File: config.mk
export PLATFORM = sky130hd
export DESIGN_NAME = llic_interrupt_control
export DESIGN_NICKNAME = d
export VERILOG_FILES = /design/src/shared/llic_pkg.sv /design/src/design/llic_event_latch.sv /design/src/design/llic_tx_clock_monitor.sv /design/src/design/llic_interrupt_control.sv
export VERILOG_INCLUDE_DIRS = /design/src /design/src/shared
export SDC_FILE = /design/constraint.sdc
export NUM_CORES = 1
export LEC_CHECK = 0
export ABC_AREA = 1
export BUFFER_PORTS_ARGS = -buffer_cell sky130_fd_sc_hd__buf_2
export CAP_MARGIN = 20
export CORE_ASPECT_RATIO = 0.8
export CORE_MARGIN = 3
export CORE_UTILIZATION = 45
export DETAILED_ROUTE_END_ITERATION = 10
export SYNTH_ARGS = -nofsm -noshare
export SYNTH_HDL_FRONTEND = slang
export SYNTH_SLANG_ARGS = --single-unit
export TNS_END_PERCENT = 30
File: constraint.sdc
create_clock -name sys_clk -period 4.3 [get_ports sys_clk]
set_input_delay 0.86 -clock sys_clk [delete_from_list [all_inputs] [get_ports sys_clk]]
set_output_delay 0.86 -clock sys_clk [all_outputs]
set_load 0.02 [all_outputs]
File: src/shared/llic_regs.svh
`ifndef LLIC_REGS_SVH
`define LLIC_REGS_SVH

// register offsets on the control port
`define LLIC_OFS_MASK0 8'h14
`define LLIC_OFS_MASK1 8'h15
`define LLIC_OFS_EDGE 8'h16
`define LLIC_OFS_STATUS0 8'h17
`define LLIC_OFS_PEND0 8'h19
`define LLIC_OFS_PEND1 8'h1a

// reset values
`define LLIC_MASK0_RST 8'hff
`define LLIC_MASK1_RST 8'hff
`define LLIC_EDGE_RST 8'h00
`define LLIC_UNMAPPED_RD 8'h00

// status-driven source bits (mask 0, edge select, line status 0, pending 0)
`define LLIC_EQ_BIT 7
`define LLIC_LBA_BIT 6
`define LLIC_LBD_BIT 5
`define LLIC_PSYNC_BIT 4
`define LLIC_TXLOSS_BIT 3
`define LLIC_DF_BIT 2
`define LLIC_AIS_BIT 1
`define LLIC_LOS_BIT 0

// event-driven source bits (mask 1, pending 1)
`define LLIC_DAC_BIT 7
`define LLIC_JAOV_BIT 6
`define LLIC_JAUD_BIT 5
`define LLIC_PERR_BIT 4
`define LLIC_EXZ_BIT 3
`define LLIC_CV_BIT 2
`define LLIC_TIMER_BIT 1
`define LLIC_CNT_BIT 0

// transmit clock is lost after more than this many master clock cycles
`define LLIC_TXCLK_LOSS_CYCLES 7'd70

`endif

File: src/shared/llic_pkg.sv
package llic_pkg;

    typedef logic [7:0] llic_byte_t;
    typedef logic [15:0] llic_src_t;

    typedef enum logic [0:0]
    {
        LLIC_CLK_RUNNING = 1'b0,
        LLIC_CLK_LOST = 1'b1
    } llic_clk_state_e;

endpackage

File: src/design/llic_event_latch.sv
`timescale 1ns/1ps

module llic_event_latch
    import llic_pkg::*;
(
    // clock and reset
    input wire logic sys_clk,
    input wire logic rst,
    // source and controls
    input wire logic statusIn,
    input wire logic edgeSel,
    input wire logic maskBit,
    input wire logic clearReq,
    // result
    output logic pending
);

    logic statusPrev_q;
    logic pending_q;
    logic pending_d;
    logic eventHit;

    always_ff @(posedge sys_clk or posedge rst)
    begin
        if (rst)
            statusPrev_q <= 1'b0;
        else
            statusPrev_q <= statusIn;
    end

    // rising edge always counts, falling edge only with edgeSel high
    assign eventHit = (statusIn & ~statusPrev_q) | (edgeSel & ~statusIn & statusPrev_q);

    // a new event beats a clear in the same cycle so it is never lost
    always_comb
    begin
        pending_d = pending_q;
        if (clearReq)
            pending_d = 1'b0;
        if (eventHit && !maskBit)
            pending_d = 1'b1;
    end

    always_ff @(posedge sys_clk or posedge rst)
    begin
        if (rst)
            pending_q <= 1'b0;
        else
            pending_q <= pending_d;
    end

    assign pending = pending_q;

endmodule

File: src/design/llic_tx_clock_monitor.sv
`timescale 1ns/1ps
`include "llic_regs.svh"

module llic_tx_clock_monitor
    import llic_pkg::*;
(
    // clock and reset
    input wire logic sys_clk,
    input wire logic rst,
    // monitored pin
    input wire logic transmitClockIn,
    // loss indication
    output logic txClockLossFlag
);

    logic clkPrev_q;
    logic [6:0] idleCnt_q;
    llic_clk_state_e state_q;
    logic toggled;

    assign toggled = transmitClockIn ^ clkPrev_q;

    always_ff @(posedge sys_clk or posedge rst)
    begin
        if (rst)
            clkPrev_q <= 1'b0;
        else
            clkPrev_q <= transmitClockIn;
    end

    // counter saturates so a long stall cannot wrap and clear the flag
    always_ff @(posedge sys_clk or posedge rst)
    begin
        if (rst)
            idleCnt_q <= 7'h00;
        else if (toggled)
            idleCnt_q <= 7'h00;
        else if (idleCnt_q < `LLIC_TXCLK_LOSS_CYCLES)
            idleCnt_q <= idleCnt_q + 7'h01;
    end

    always_ff @(posedge sys_clk or posedge rst)
    begin
        if (rst)
            state_q <= LLIC_CLK_RUNNING;
        else
        begin
            case (state_q)
                LLIC_CLK_RUNNING:
                    if (!toggled && idleCnt_q >= `LLIC_TXCLK_LOSS_CYCLES)
                        state_q <= LLIC_CLK_LOST;
                LLIC_CLK_LOST:
                    if (toggled)
                        state_q <= LLIC_CLK_RUNNING;
                default:
                    state_q <= LLIC_CLK_RUNNING;
            endcase
        end
    end

    assign txClockLossFlag = (state_q == LLIC_CLK_LOST);

endmodule

File: src/design/llic_interrupt_control.sv
`timescale 1ns/1ps
`include "llic_regs.svh"

// Operation
// RULE1 - mask 0 bit 7 gates equalizer out-of-range; 0 enables, resets 1
// RULE2 - mask 0 bit 6 gates loopback activate detect; 0 enables, resets 1
// RULE3 - mask 0 bit 5 gates loopback deactivate detect; 0 enables, resets 1
// RULE4 - mask 0 bit 4 gates pattern sync detect; 0 enables, resets masked
// RULE5 - mask 0 bit 3 gates transmit clock loss; 0 enables, resets masked
// RULE6 - mask 0 bit 2 gates driver failure; 0 enables, resets masked
// RULE7 - mask 0 bit 1 gates alarm indication signal; 0 enables, resets masked
// RULE8 - mask 0 bit 0 gates loss of signal; 0 enables, resets masked
// RULE9 - mask 1 bit 7 gates converter overflow; 0 enables, resets masked
// RULE10 - mask 1 bit 6 gates jitter buffer overflow; 0 enables, resets masked
// RULE11 - mask 1 bit 5 gates jitter buffer underflow; 0 enables, resets masked
// RULE12 - mask 1 bit 4 gates pattern error detect; 0 enables, resets masked
// RULE13 - mask 1 bit 3 gates excess zeros; 0 enables, resets masked
// RULE14 - mask 1 bit 2 gates code violation; 0 enables, resets masked
// RULE15 - mask 1 bit 1 gates one-second tick; 0 enables, resets masked
// RULE16 - mask 1 bit 0 gates counter overflow; 0 enables, resets masked
// RULE17 - edge select 0 fires on rise only, 1 on either change; resets 0
// RULE18 - edge select bit 7 belongs to equalizer out-of-range status
// RULE19 - edge select bits 6 and 5 belong to loopback activate and deactivate
// RULE20 - edge select bits 4 and 3 belong to pattern sync and clock loss
// RULE21 - edge select bits 2, 1, 0 belong to driver failure, alarm, signal loss
// RULE22 - clock loss flag sets after more than 70 cycles without a toggle
// RULE23 - unmasked events latch pending; one interrupt output while any remains
// RULE24 - host sets edge selects before unmasking and unmasks only served sources
module llic_interrupt_control
    import llic_pkg::*;
(
    // clock and reset
    input wire logic sys_clk,
    input wire logic rst,
    // register port
    input wire logic [7:0] regAddr,
    input wire logic regWrEn,
    input wire logic [7:0] regWrData,
    input wire logic regRdEn,
    output logic [7:0] regRdData,
    // status-driven sources
    input wire logic equalizerRangeFlag,
    input wire logic loopActivateFlag,
    input wire logic loopDeactivateFlag,
    input wire logic patternSyncFlag,
    input wire logic driverFailureFlag,
    input wire logic alarmSignalFlag,
    input wire logic signalLossFlag,
    input wire logic transmitClockIn,
    // event-driven sources
    input wire logic converterOverflowEvt,
    input wire logic jitterOverflowEvt,
    input wire logic jitterUnderflowEvt,
    input wire logic patternErrorEvt,
    input wire logic excessZerosEvt,
    input wire logic codeViolationEvt,
    input wire logic secondTickEvt,
    input wire logic counterOverflowEvt,
    // interrupt and monitor outputs
    output logic irqOut_n,
    output logic txClockLossFlag
);

    llic_byte_t mask0_q;
    llic_byte_t mask1_q;
    llic_byte_t edgeSel_q;
    llic_byte_t regRdData_q;
    llic_byte_t regRdData_d;
    llic_byte_t lineStatus0;
    llic_byte_t eventVec;
    llic_src_t maskAll;
    llic_src_t edgeAll;
    llic_src_t sourceVec;
    llic_src_t clearVec;
    llic_src_t pending;
    logic irqOut_n_q;
    logic txLoss;

    // named mask fields
    logic equalizerRangeIrqMask;
    logic loopActivateIrqMask;
    logic loopDeactivateIrqMask;
    logic patternSyncIrqMask;
    logic txClockLossIrqMask;
    logic driverFailureIrqMask;
    logic alarmSignalIrqMask;
    logic signalLossIrqMask;
    logic converterOverflowIrqMask;
    logic jitterOverflowIrqMask;
    logic jitterUnderflowIrqMask;
    logic patternErrorIrqMask;
    logic excessZerosIrqMask;
    logic codeViolationIrqMask;
    logic secondTickIrqMask;
    logic counterOverflowIrqMask;

    // named edge select fields
    logic equalizerRangeEdgeSel;
    logic loopActivateEdgeSel;
    logic loopDeactivateEdgeSel;
    logic patternSyncEdgeSel;
    logic txClockLossEdgeSel;
    logic driverFailureEdgeSel;
    logic alarmSignalEdgeSel;
    logic signalLossEdgeSel;

    llic_tx_clock_monitor u_txClockMon
    (
        .sys_clk(sys_clk),
        .rst(rst),
        .transmitClockIn(transmitClockIn),
        .txClockLossFlag(txLoss)
    );

    assign txClockLossFlag = txLoss; // [RULE22]

    // register writes
    always_ff @(posedge sys_clk or posedge rst)
    begin
        if (rst)
            mask0_q <= `LLIC_MASK0_RST;
        else if (regWrEn && regAddr == `LLIC_OFS_MASK0)
            mask0_q <= regWrData;
    end

    always_ff @(posedge sys_clk or posedge rst)
    begin
        if (rst)
            mask1_q <= `LLIC_MASK1_RST;
        else if (regWrEn && regAddr == `LLIC_OFS_MASK1)
            mask1_q <= regWrData;
    end

    always_ff @(posedge sys_clk or posedge rst)
    begin
        if (rst)
            edgeSel_q <= `LLIC_EDGE_RST; // [RULE17]
        else if (regWrEn && regAddr == `LLIC_OFS_EDGE)
            edgeSel_q <= regWrData;
    end

    assign equalizerRangeIrqMask = mask0_q[`LLIC_EQ_BIT]; // [RULE1]
    assign loopActivateIrqMask = mask0_q[`LLIC_LBA_BIT]; // [RULE2]
    assign loopDeactivateIrqMask = mask0_q[`LLIC_LBD_BIT]; // [RULE3]
    assign patternSyncIrqMask = mask0_q[`LLIC_PSYNC_BIT]; // [RULE4]
    assign txClockLossIrqMask = mask0_q[`LLIC_TXLOSS_BIT]; // [RULE5]
    assign driverFailureIrqMask = mask0_q[`LLIC_DF_BIT]; // [RULE6]
    assign alarmSignalIrqMask = mask0_q[`LLIC_AIS_BIT]; // [RULE7]
    assign signalLossIrqMask = mask0_q[`LLIC_LOS_BIT]; // [RULE8]
    assign converterOverflowIrqMask = mask1_q[`LLIC_DAC_BIT]; // [RULE9]
    assign jitterOverflowIrqMask = mask1_q[`LLIC_JAOV_BIT]; // [RULE10]
    assign jitterUnderflowIrqMask = mask1_q[`LLIC_JAUD_BIT]; // [RULE11]
    assign patternErrorIrqMask = mask1_q[`LLIC_PERR_BIT]; // [RULE12]
    assign excessZerosIrqMask = mask1_q[`LLIC_EXZ_BIT]; // [RULE13]
    assign codeViolationIrqMask = mask1_q[`LLIC_CV_BIT]; // [RULE14]
    assign secondTickIrqMask = mask1_q[`LLIC_TIMER_BIT]; // [RULE15]
    assign counterOverflowIrqMask = mask1_q[`LLIC_CNT_BIT]; // [RULE16]

    assign equalizerRangeEdgeSel = edgeSel_q[`LLIC_EQ_BIT]; // [RULE18]
    assign loopActivateEdgeSel = edgeSel_q[`LLIC_LBA_BIT]; // [RULE19]
    assign loopDeactivateEdgeSel = edgeSel_q[`LLIC_LBD_BIT]; // [RULE19]
    assign patternSyncEdgeSel = edgeSel_q[`LLIC_PSYNC_BIT]; // [RULE20]
    assign txClockLossEdgeSel = edgeSel_q[`LLIC_TXLOSS_BIT]; // [RULE20]
    assign driverFailureEdgeSel = edgeSel_q[`LLIC_DF_BIT]; // [RULE21]
    assign alarmSignalEdgeSel = edgeSel_q[`LLIC_AIS_BIT]; // [RULE21]
    assign signalLossEdgeSel = edgeSel_q[`LLIC_LOS_BIT]; // [RULE21]

    assign lineStatus0 = {equalizerRangeFlag, loopActivateFlag, loopDeactivateFlag,
        patternSyncFlag, txLoss, driverFailureFlag, alarmSignalFlag, signalLossFlag};

    assign eventVec = {converterOverflowEvt, jitterOverflowEvt, jitterUnderflowEvt,
        patternErrorEvt, excessZerosEvt, codeViolationEvt, secondTickEvt,
        counterOverflowEvt};

    assign sourceVec = {eventVec, lineStatus0};

    assign maskAll = {converterOverflowIrqMask, jitterOverflowIrqMask,
        jitterUnderflowIrqMask, patternErrorIrqMask, excessZerosIrqMask,
        codeViolationIrqMask, secondTickIrqMask, counterOverflowIrqMask,
        equalizerRangeIrqMask, loopActivateIrqMask, loopDeactivateIrqMask,
        patternSyncIrqMask, txClockLossIrqMask, driverFailureIrqMask,
        alarmSignalIrqMask, signalLossIrqMask};

    // pulse sources are rise-only; a falling pulse edge is not a second event
    assign edgeAll = {8'h00, equalizerRangeEdgeSel, loopActivateEdgeSel,
        loopDeactivateEdgeSel, patternSyncEdgeSel, txClockLossEdgeSel,
        driverFailureEdgeSel, alarmSignalEdgeSel, signalLossEdgeSel};

    // pending bits clear by writing ones to the pending registers
    assign clearVec[7:0] = (regWrEn && regAddr == `LLIC_OFS_PEND0) ? regWrData : 8'h00;
    assign clearVec[15:8] = (regWrEn && regAddr == `LLIC_OFS_PEND1) ? regWrData : 8'h00;

    genvar gi;
    generate
        for (gi = 0; gi < 16; gi++)
        begin : g_src
            llic_event_latch u_latch
            (
                .sys_clk(sys_clk),
                .rst(rst),
                .statusIn(sourceVec[gi]),
                .edgeSel(edgeAll[gi]),
                .maskBit(maskAll[gi]),
                .clearReq(clearVec[gi]),
                .pending(pending[gi])
            ); // [RULE17] [RULE23]
        end
    endgenerate

    // one combined interrupt, low while anything is pending
    always_ff @(posedge sys_clk or posedge rst)
    begin
        if (rst)
            irqOut_n_q <= 1'b1;
        else
            irqOut_n_q <= ~(|pending); // [RULE23]
    end

    assign irqOut_n = irqOut_n_q;

    // read decode; data appears the cycle after regRdEn
    always_comb
    begin
        if (regAddr == `LLIC_OFS_MASK0)
            regRdData_d = mask0_q;
        else if (regAddr == `LLIC_OFS_MASK1)
            regRdData_d = mask1_q;
        else if (regAddr == `LLIC_OFS_EDGE)
            regRdData_d = edgeSel_q;
        else if (regAddr == `LLIC_OFS_STATUS0)
            regRdData_d = lineStatus0;
        else if (regAddr == `LLIC_OFS_PEND0)
            regRdData_d = pending[7:0];
        else if (regAddr == `LLIC_OFS_PEND1)
            regRdData_d = pending[15:8];
        else
            regRdData_d = `LLIC_UNMAPPED_RD;
    end

    always_ff @(posedge sys_clk or posedge rst)
    begin
        if (rst)
            regRdData_q <= 8'h00;
        else if (regRdEn)
            regRdData_q <= regRdData_d;
    end

    assign regRdData = regRdData_q;

    // helper state for the checks below
    llic_byte_t chkStatusPrev_q;
    logic chkTxPrev_q;
    logic [7:0] chkIdle_q;
    llic_byte_t chkRise;
    llic_byte_t chkFall;
    llic_byte_t chkFallSel;
    llic_byte_t chkFallIgn;
    llic_byte_t chkRiseClr;

    always_ff @(posedge sys_clk or posedge rst)
    begin
        if (rst)
        begin
            chkStatusPrev_q <= 8'h00;
            chkTxPrev_q <= 1'b0;
            chkIdle_q <= 8'h00;
        end
        else
        begin
            chkStatusPrev_q <= lineStatus0;
            chkTxPrev_q <= transmitClockIn;
            if (transmitClockIn != chkTxPrev_q)
                chkIdle_q <= 8'h00;
            else if (chkIdle_q != 8'hff)
                chkIdle_q <= chkIdle_q + 8'h01;
        end
    end

    assign chkRise = lineStatus0 & ~chkStatusPrev_q & ~maskAll[7:0];
    assign chkFall = ~lineStatus0 & chkStatusPrev_q & ~maskAll[7:0];
    assign chkFallSel = chkFall & edgeSel_q;
    assign chkFallIgn = chkFall & ~edgeSel_q & ~pending[7:0];
    assign chkRiseClr = chkRise & clearVec[7:0];

    chk_mask_reset: assert property (@(posedge sys_clk) // [RULE1] [RULE9] [RULE17]
        $fell(rst) |-> (mask0_q == 8'hff && mask1_q == 8'hff && edgeSel_q == 8'h00))
        else $error("masks or edge select not at reset value");

    chk_mask_write: assert property (@(posedge sys_clk) disable iff (rst) // [RULE2]
        (regWrEn && regAddr == 8'h14) |=> (mask0_q == $past(regWrData)))
        else $error("mask 0 write not stored");

    chk_mask1_write: assert property (@(posedge sys_clk) disable iff (rst) // [RULE9]
        (regWrEn && regAddr == `LLIC_OFS_MASK1) |=> (mask1_q == $past(regWrData)))
        else $error("mask 1 write not stored");

    chk_edge_write: assert property (@(posedge sys_clk) disable iff (rst) // [RULE17]
        (regWrEn && regAddr == `LLIC_OFS_EDGE) |=> (edgeSel_q == $past(regWrData)))
        else $error("edge select write not stored");

    chk_masked_hold: assert property (@(posedge sys_clk) disable iff (rst) // [RULE3] [RULE16]
        (maskAll != 16'h0000)
        |=> ((pending & ~$past(pending) & $past(maskAll)) == 16'h0000))
        else $error("masked source latched pending");

    chk_rise_latch: assert property (@(posedge sys_clk) disable iff (rst) // [RULE17]
        (chkRise != 8'h00)
        |=> ((pending[7:0] & $past(chkRise)) == $past(chkRise)))
        else $error("unmasked rise not latched");

    chk_fall_latch: assert property (@(posedge sys_clk) disable iff (rst) // [RULE18] [RULE21]
        (chkFallSel != 8'h00)
        |=> ((pending[7:0] & $past(chkFallSel)) == $past(chkFallSel)))
        else $error("both-edge fall not latched");

    chk_fall_ignored: assert property (@(posedge sys_clk) disable iff (rst) // [RULE17] [RULE20]
        (chkFallIgn != 8'h00 && clearVec == 16'h0000)
        |=> ((pending[7:0] & $past(chkFallIgn)) == 8'h00))
        else $error("rise-only source fired on fall");

    chk_txclk_loss: assert property (@(posedge sys_clk) disable iff (rst) // [RULE22]
        (chkIdle_q == 8'd72) |-> txClockLossFlag)
        else $error("clock loss flag missing after long idle");

    chk_txclk_early: assert property (@(posedge sys_clk) disable iff (rst) // [RULE22]
        (chkIdle_q < 8'd69) |-> !txClockLossFlag)
        else $error("clock loss flag raised too early");

    chk_irq_output: assert property (@(posedge sys_clk) disable iff (rst) // [RULE23]
        (pending != 16'h0000) |=> !irqOut_n)
        else $error("interrupt not asserted while pending");

    chk_irq_release: assert property (@(posedge sys_clk) disable iff (rst) // [RULE23]
        (pending == 16'h0000) |=> irqOut_n)
        else $error("interrupt asserted with nothing pending");

    chk_set_wins: assert property (@(posedge sys_clk) disable iff (rst) // [RULE23]
        (chkRiseClr != 8'h00)
        |=> ((pending[7:0] & $past(chkRiseClr)) == $past(chkRiseClr)))
        else $error("event lost against clear");

    chk_pend_clear: assert property (@(posedge sys_clk) disable iff (rst) // [RULE23]
        (regWrEn && regAddr == `LLIC_OFS_PEND0 && chkRise == 8'h00 && chkFallSel == 8'h00)
        |=> ((pending[7:0] & $past(regWrData)) == 8'h00))
        else $error("pending bit not cleared by write");

    chk_read_mask: assert property (@(posedge sys_clk) disable iff (rst) // [RULE9]
        (regRdEn && regAddr == 8'h15) |=> (regRdData == $past(mask1_q)))
        else $error("mask 1 read back wrong");

endmodule

==> Word level (Yosys, flattened, before mapping) <==
Index checks and enable logic that the tools add are counted.
{ "totals": {"inputBits": 36, "register_bits": 74, "output_inout_bits": 10, "wordCells": 217} }
{ "classes": {"muxes": 45, "addsub": 1, "bitwise": 66, "n_reduce_logical": 57, "eq_ne": 6, "magnitude_cmp": 2} }
{ "op_table": {"columns": ["operator", "n"], "rows": [
  ["2-to-1 mux 8 bit", 8],
  ["== test 8 x 5 -> 1 bit (second input constant)", 6],
  ["2-to-1 mux 1 bit", 34],
  ["nonzero test 2 bit", 17],
  ["AND 1 bit", 32],
  ["inverter 1 bit", 25],
  ["logical AND 1 bit", 22],
  ["zero test 1 bit", 17],
  ["OR reduction 16 bit", 1],
  ["2-to-1 mux 7 bit", 2],
  ["bitwise OR 1 bit", 8],
  ["adder 7 x 1 -> 7 bit (second input constant)", 1],
  [">= comparator 7 bit (second input constant)", 1],
  ["< comparator 7 bit (second input constant)", 1],
  ["one-hot mux 1 bit (2 select lines)", 1],
  ["XOR 1 bit", 1]
]} }

==> Logic depth before layout (Yosys ltp) <==
Gate-level depths: netlist (run 1).
{ "depth": {"word_depth": 7, "mapped_depth": 11, "mapped_depth_nobuf": 10} }

==> Hierarchy <==
From an unflattened synthesis (run 1), not the netlist that was laid out.
{ "unflattened": {"hier_cells": 495, "area_unflattened_um2": 3826.2} }
{ "modules_own_cells": {"columns": ["module", "area_each_um2", "instances", "cells_per_inst", "seq_area_each_um2"], "rows": [
  ["llic_interrupt_control", 1978.1, 1, 260, 847.1],
  ["llic_event_latch", 85.1, 16, 11, 50.0],
  ["llic_tx_clock_monitor", 486.7, 1, 59, 225.2]
]} }

==> Worst setup path before layout (run 1) <==
OpenSTA, ideal clock, no wires.
{ "synth_timing": {"kind": "input -> register", "start": "input port regAddr[5]", "end": "register edgeSel_q[0]", "setup_slack_ns": 2.459, "arrival_time_ns": 1.722, "required_time_ns": 4.181, "setup_time_ns": 0.119, "path_buffers": 1, "stages": 9, "cell_sequence": "inv_1 nand2_1 nor2_4 nand2_1 nor2_4 nand2_4 buf_6 nand2_1 o21ai_2"} }
{ "synth_between": {"elab_chain_len": 2} }
{ "synth_rtl": {"columns": ["item", "line", "source"], "rows": [
  ["from (decl)", "llic_interrupt_control.sv:36", "input wire logic [7:0] regAddr,"],
  ["== test 8 x 5 -> 1 bit (no line)", null, null],
  ["logical AND 1 bit (no line)", null, null],
  ["to (signal assigned)", "llic_interrupt_control.sv:137", "edgeSel_q <= `LLIC_EDGE_RST;"],
  ["to (signal assigned)", "llic_interrupt_control.sv:139", "edgeSel_q <= regWrData;"],
  ["to (decl)", "llic_interrupt_control.sv:66", "llic_byte_t edgeSel_q;"]
]} }
Every way passes these cells.
A chain may end at the register's enable or synchronous reset.

==> Final worst setup path (run 1) <==
{ "layout_timing": {"start": "input port regAddr[5]", "end": "register edgeSel_q[1]"} }
The elaborated chain is that of the path after synthesis.

==> results of run 1 <==
## placed cells by master, fill, tap and decap left out, types with 2 or more instances in the layout
cell type,n
a31oi_1,2
nand2_1,135
nor4_1,4
nor2_4,5
nand4_1,3
nand3_1,36
clkbuf_8,10
dfstp_2,17
nor3_1,4
buf_2,45
clkinv_2,2
dfrtp_1,57
ha_1,2
o21ai_0,41
inv_2,3
buf_12,2
nor2_1,20
o21ai_1,8
inv_1,57
nand2_4,3
xor2_1,2
o21ai_2,11
## cell usage after synthesis
library cell,number,area (um^2)
dfstp_2,17,447
nand4_1,3,18.8
nand3_1,36,180
buf_4,1,7.51
nand2_2,1,6.26
nor3_4,1,16.3
inv_2,2,7.51
o21ai_2,11,96.3
nand2_4,3,33.8
nand3_2,1,10.0
xnor2_1,1,8.76
xor2_1,2,17.5
dfrtp_1,57,1430
nand2_1,135,507
ha_1,2,25.0
a31oi_1,2,12.5
clkbuf_1,1,3.75
nor2_8,1,20.0
o31ai_1,1,7.51
o21ai_1,8,40.0
nor2_1,20,75.1
inv_1,58,218
nor4_1,4,25.0
nand3_4,1,17.5
nor3_1,4,20.0
o21ai_0,41,205
nor2_4,5,56.3
buf_6,4,45.0
a21oi_1,1,5.00
## cell families after synthesis
| kind of cell | synth area share |
|---|---|
| fa+ha+maj | 0.00703 |
| compound gates | 0.103 |
| simple gates | 0.277 |
| flops | 0.526 |
| buf+inv | 0.0791 |
| xor+xnor | 0.00739 |
## area by class of cell
| cell class | count | area share |
|---|---|---|
| clock inverter | 6 | 0.0159 |
| tap | 105 | 0.0320 |
| timing repair buffer | 47 | 0.0647 |
| multi-input combinational | 284 | 0.342 |
| clock buffer | 10 | 0.0336 |
| sequential | 74 | 0.457 |
| inverter | 60 | 0.0549 |
## sequential cells by signal, summed over array words and instances (netlist names)
signal,cells
u_txClockMon.clkPrev_q,1
g_src.u_latch.pending,16
u_txClockMon.txClockLossFlag,1
u_txClockMon.idleCnt_q,7
g_src.u_latch.statusPrev_q,16
mask1_q,8
regRdData,8
mask0_q,8
irqOut_n,1
edgeSel_q,8
## worst register-to-register path, cell delays in order, from the launching register on
cell     delay, ns
dfrtp_1       0.43
nor3_1        0.26
nand2_1       0.08
nand2_1       0.18
inv_1         0.12
nand2_1       0.13
nand3_1       0.08
o21ai_0       0.09
## metal layers
layer	routed length [um]	global-route usage	vias to the layer above	part of all wire
met5	0	0	-	0
met1	3990	0.277	1366	0.48
li1	-	-	1458	-
met3	373	0.0587	14	0.045
met2	3760	0.322	63	0.45
met4	166	0.0691	0	0.020
## report_power, final
group	internal, mW	switching [mW]
combinational	0.0514	0.0882
sequential	0.758	0.0461
clock	0.285	0.274
## worst paths after layout
check	depth (start not counted)	to	startpoint
worst min-delay path	2	u_txClockMon.clkPrev_q$_DFF_PP0_	rst
min in group sys_clk	0	g_src[3].u_latch.statusPrev_q$_DFF_PP0_	u_txClockMon.txClockLossFlag$_DFF_PP0_
max in group asynchronous	3	mask1_q[5]$_DFFE_PP1P_	rst
worst max register to register	7	u_txClockMon.idleCnt_q[5]$_DFFE_PP0P_	u_txClockMon.idleCnt_q[4]$_DFFE_PP0P_
worst min register to register	0	g_src[3].u_latch.statusPrev_q$_DFF_PP0_	u_txClockMon.txClockLossFlag$_DFF_PP0_
worst max-delay path	9	edgeSel_q[1]$_DFFE_PP0P_	regAddr[5]
==> results.sh, run 1 <==
export IMPL_critical_path_endpoint_type="flip-flop"
export IMPL_critPathMaxStageDelay_ns=0.41
export IMPL_multiInputGateArea_um2=1400
export IMPL_clock_sink_count=74
export IMPL_synth_seq_area_share=0.526
export IMPL_final_hold_violation_count=0
export IMPL_floorplan_core_area_um2=7530
export IMPL_fin_crit_ns=2.07
export IMPL_boundaryPins=46
export IMPL_avgSynthCellArea_um2=8.39
export IMPL_final_antenna_net_count=0
export IMPL_floorplan_die_area_um2=9020
export IMPL_globalRouteOverflowTotal=0
export IMPL_drt_vias_per_instance=4.95
export IMPL_final_min_period_over_clock_period=0.482
export IMPL_via_count_of_the_first_global_routing_pass=2971
export IMPL_final_core_util=0.545
export IMPL_clockBufferDepth=2
export IMPL_gp_routability_congestion=0.912
export IMPL_layout_nets=514
export IMPL_cp_cell_sequence="buf_2, inv_1, nand2_1, nor2_4, nand2_1, nor2_4, nand2_4, nand2_1, o21ai_2"
export IMPL_synth_cell_area_um2=3560
export IMPL_site_rows=28
export IMPL_timing_critical_path_max_delay_family="simple AND/OR/NAND/NOR gates"
export IMPL_worst_endpoint_required_ns=4.55
export IMPL_postLayoutSetupSlackWorst_ns=2.23
export IMPL_root_buffer="clkbuf_8"
export IMPL_fin_tns_setup_ns=0
export IMPL_dr_total_vias=2901
export IMPL_grt_max_degree=48
export IMPL_postCtsSetupBuffers=0
export IMPL_filler_cell_count=718
export IMPL_synth_nets=462
export IMPL_irDropWorstVdd_uv=242
export IMPL_cap_viol_max_count=0
export IMPL_tightest_slew_ns=0.552
export IMPL_fin_area_um2=4100
export IMPL_critical_path_arrival_ns=2.32
export IMPL_timing_setup_critical_path_class="input pin to flip-flop"
export IMPL_detail_route_iter0_violations=162
export IMPL_synth_cell_type_count=29
export IMPL_crit_start_category="input pin"
export IMPL_final_seq_area_um2=1870
export IMPL_worst_path_max_fanout=21
export IMPL_slew_violations=0
export IMPL_fin_cells=586
export IMPL_total_power_mw=1.50
export IMPL_wire_length_of_the_first_global_routing_pass_um=14400
export IMPL_die_outline_width_um=105
export IMPL_max_clock_freq_ghz=0.482
export IMPL_outcome="completed"
export IMPL_finalHoldWorstSlack_ns=0.374
export IMPL_tritoncts_clock_tree="done"
export IMPL_rsz_0062_raised_after_global_routing="false"
export IMPL_remaining_design_rule_violation_count=0
export IMPL_postCtsHoldBufs=0
export IMPL_clock_insertion_delay_worst_skew_ns=0.36
export IMPL_cts_reportedPaths_clkPinSlew_ns=0.08
export IMPL_post_place_ws_ns=1.84
export IMPL_floorplan_initialDensity=0.472
export IMPL_postPlaceCellArea_um2=3880
export IMPL_numPlacedInstances=569
export IMPL_timing_critical_path_buf_inv=2
export IMPL_power_density_nw_per_um2=366
export IMPL_wire_per_inst_um=14.1
export IMPL_min_delay_path_class="input pin to asynchronous set/reset pin"
export IMPL_drt_pass1_iter_count=4
export IMPL_total_leakage_power_nw=2.03
export IMPL_post_dp_hpwl_um=6150
export IMPL_h_tree_depth=3
export IMPL_wire_length_after_detailed_routing_um=8280
export IMPL_final_layout_size_suffix_gt1_frac=0.222
export IMPL_crit_slowest_cell="nor2_4"
export IMPL_crit_path_frequent_cell="nand2_1"
export IMPL_netlist_instances=424
export IMPL_setup_reg_to_reg_worst_slack_ns=2.83
export IMPL_syn_to_final_growth_pct=15.3
export IMPL_timing_final_setup_violations=0
export IMPL_worst_clock_skew_ns=0.0106
export IMPL_antenna_found_initial=0
export IMPL_die_h_um=85.5
export IMPL_maxSlewHeadroom=0.631
export IMPL_io_buffers=45
export IMPL_ys_ff_latch=74
export IMPL_antenna_cells_inserted=0
export IMPL_cts_resized=0
export IMPL_synth_warnings=0
export IMPL_cts_buffers=9
export IMPL_grt_util_all_layers=0.206
No activity file was read; power rests on OpenSTA's default activity.
==> run 2, diff against run 1 <==
Clock period 4.3 ns to 2.1 ns, I/O delays scaled along.
==> run 2 against run 1 <==
  * Non-clock buffer count up 2
  * Clock-buffer cell count up 1
  * Die area unchanged
  * Critical endpoint is now irqOut_n
  * Largest cell class unchanged
  * Largest power group unchanged
==> results.sh, run 2 (synthesis gave the netlist of run 1 again) <==
export IMPL_outcome="completed"
export IMPL_postCtsHoldBufs=0
export IMPL_grt_max_degree=27
export IMPL_power_density_nw_per_um2=752
export IMPL_fin_crit_ns=1.44
export IMPL_total_leakage_power_nw=2.05
export IMPL_postCtsSetupBuffers=0
export IMPL_timing_critical_path_max_delay_family="flip-flops"
export IMPL_tritoncts_clock_tree="done"
export IMPL_floorplan_die_area_um2=9020
export IMPL_die_h_um=85.5
export IMPL_floorplan_core_area_um2=7530
export IMPL_wire_per_inst_um=13.8
export IMPL_critical_path_depth=1
export IMPL_total_power_mw=3.11
export IMPL_min_delay_path_class="input pin to asynchronous set/reset pin"
export IMPL_drt_vias_per_instance=4.87
export IMPL_wire_length_after_detailed_routing_um=8100
export IMPL_floorplan_initialDensity=0.472
export IMPL_cp_cell_sequence="buf_2"
export IMPL_critical_path_arrival_ns=1.02
export IMPL_final_layout_size_suffix_gt1_frac=0.226
export IMPL_cts_resized=0
export IMPL_remaining_design_rule_violation_count=0
export IMPL_layout_cells_most_common_list="nand2_1, inv_1, dfrtp_1"
export IMPL_r2r_end="u_txClockMon.idleCnt_q[5]$_DFFE_PP0P_"
export IMPL_final_hold_violation_count=0
export IMPL_timing_setup_critical_path_class="flip-flop to primary output"
export IMPL_clockBufferDepth=2
export IMPL_maxSlewHeadroom=0.605
export IMPL_irDropWorstVdd_uv=558
export IMPL_h_tree_depth=3
export IMPL_final_antenna_net_count=0
export IMPL_clock_insertion_delay_worst_skew_ns=0.36
export IMPL_tightest_slew_ns=0.591
export IMPL_syn_to_final_growth_pct=16.1
export IMPL_max_clock_freq_ghz=0.695
export IMPL_multiInputGateArea_um2=1400
export IMPL_layout_cells_most_common="nand2_1"
export IMPL_die_outline_width_um=105
export IMPL_rr_startpoint="u_txClockMon.idleCnt_q[4]$_DFFE_PP0P_"
export IMPL_dr_total_vias=2863
export IMPL_crit_end="irqOut_n"
export IMPL_gp_routability_congestion=0.872
export IMPL_root_buffer="clkbuf_8"
export IMPL_final_seq_area_um2=1870
export IMPL_timing_critical_path_buf_inv=1
export IMPL_rsz_0062_raised_after_global_routing="false"
export IMPL_worstSetupStartpoint="irqOut_n$_DFF_PP1_"
export IMPL_cap_viol_max_count=0
export IMPL_critical_path_endpoint_type="primary output"
export IMPL_cts_reportedPaths_clkPinSlew_ns=0.08
export IMPL_timing_final_setup_violations=0
export IMPL_detail_route_iter0_violations=120
export IMPL_worst_endpoint_required_ns=1.68
export IMPL_clock_sink_count=74
export IMPL_filler_cell_count=713
export IMPL_worst_clock_skew_ns=0.00773
export IMPL_critPathMaxStageDelay_ns=0.52
export IMPL_antenna_cells_inserted=0
export IMPL_cts_buffers=9
export IMPL_io_buffers=45
export IMPL_setup_reg_to_reg_worst_slack_ns=0.67
export IMPL_final_min_period_over_clock_period=0.686
export IMPL_globalRouteOverflowTotal=0
export IMPL_post_dp_hpwl_um=6210
export IMPL_r2r_worst_path_cells=7
export IMPL_slew_violations=0
export IMPL_drt_pass1_iter_count=4
export IMPL_grt_util_all_layers=0.198
export IMPL_wire_length_of_the_first_global_routing_pass_um=13800
export IMPL_crit_slowest_cell="dfstp_2"
export IMPL_worst_path_max_fanout=1
export IMPL_site_rows=28
export IMPL_boundaryPins=46
export IMPL_layout_nets=516
export IMPL_crit_start_category="flip-flop"
export IMPL_antenna_found_initial=0
export IMPL_fin_tns_setup_ns=0
export IMPL_via_count_of_the_first_global_routing_pass=2841
==> run 2: final cells by class <==
| type | instances | area share |
|---|---|---|
| clock inverter | 5 | 0.0148 |
| multi-input combinational | 284 | 0.340 |
| timing repair buffer | 49 | 0.0679 |
| tap | 105 | 0.0318 |
| clock buffer | 11 | 0.0367 |
| inverter | 60 | 0.0554 |
| sequential | 74 | 0.453 |
==> run 2: worst min path at each step <==
stage	slack [ns]	start	cells past startpoint	endpoint
floorplan	0.40	g_src[13].u_latch.statusPrev_q$_DFF_PP0_	1	g_src[13].u_latch.pending$_DFFE_PP0P_
global placement	0.39	u_txClockMon.txClockLossFlag$_DFF_PP0_	0	g_src[3].u_latch.statusPrev_q$_DFF_PP0_
detailed placement	0.39	u_txClockMon.txClockLossFlag$_DFF_PP0_	0	g_src[3].u_latch.statusPrev_q$_DFF_PP0_
CTS	0.12	rst	2	g_src[9].u_latch.statusPrev_q$_DFF_PP0_
global route	0.13	rst	2	g_src[2].u_latch.statusPrev_q$_DFF_PP0_
finish	0.12	rst	2	g_src[2].u_latch.statusPrev_q$_DFF_PP0_
==> run 2: power breakdown <==
group	leakage, nW	switching (mW)	internal, mW
Combinational	1.06	0.180	0.106
Sequential	0.875	0.0957	1.55
Clock	0.110	0.555	0.620
==> run 2: layer usage <==
layer	track usage	part of all wire	vias to the layer above
li1	-	-	1460
met1	0.259	0.48	1329
met2	0.310	0.46	62
met3	0.0542	0.040	12
met4	0.0930	0.019	0
met5	0	0	-
==> run 2: per-stage QoR <==
| step | utilization | hold WS (ns) | area [um^2] | instances | setup WS [ns] |
|---|---|---|---|---|---|
| 2_1_floorplan | - | 0.400 | 3560 | 424 | 0.699 |
| 3_3_place_gp | 0.520 | 0.388 | 3920 | 572 | 0.303 |
| 3_5_place_dp | 0.520 | 0.394 | 3920 | 572 | 0.296 |
| 4_1_cts | 0.548 | 0.118 | 4130 | 588 | 0.640 |
| 5_1_grt | 0.548 | 0.134 | 4130 | 588 | 0.538 |
| 6_report | 0.548 | 0.119 | 4130 | 588 | 0.660 |
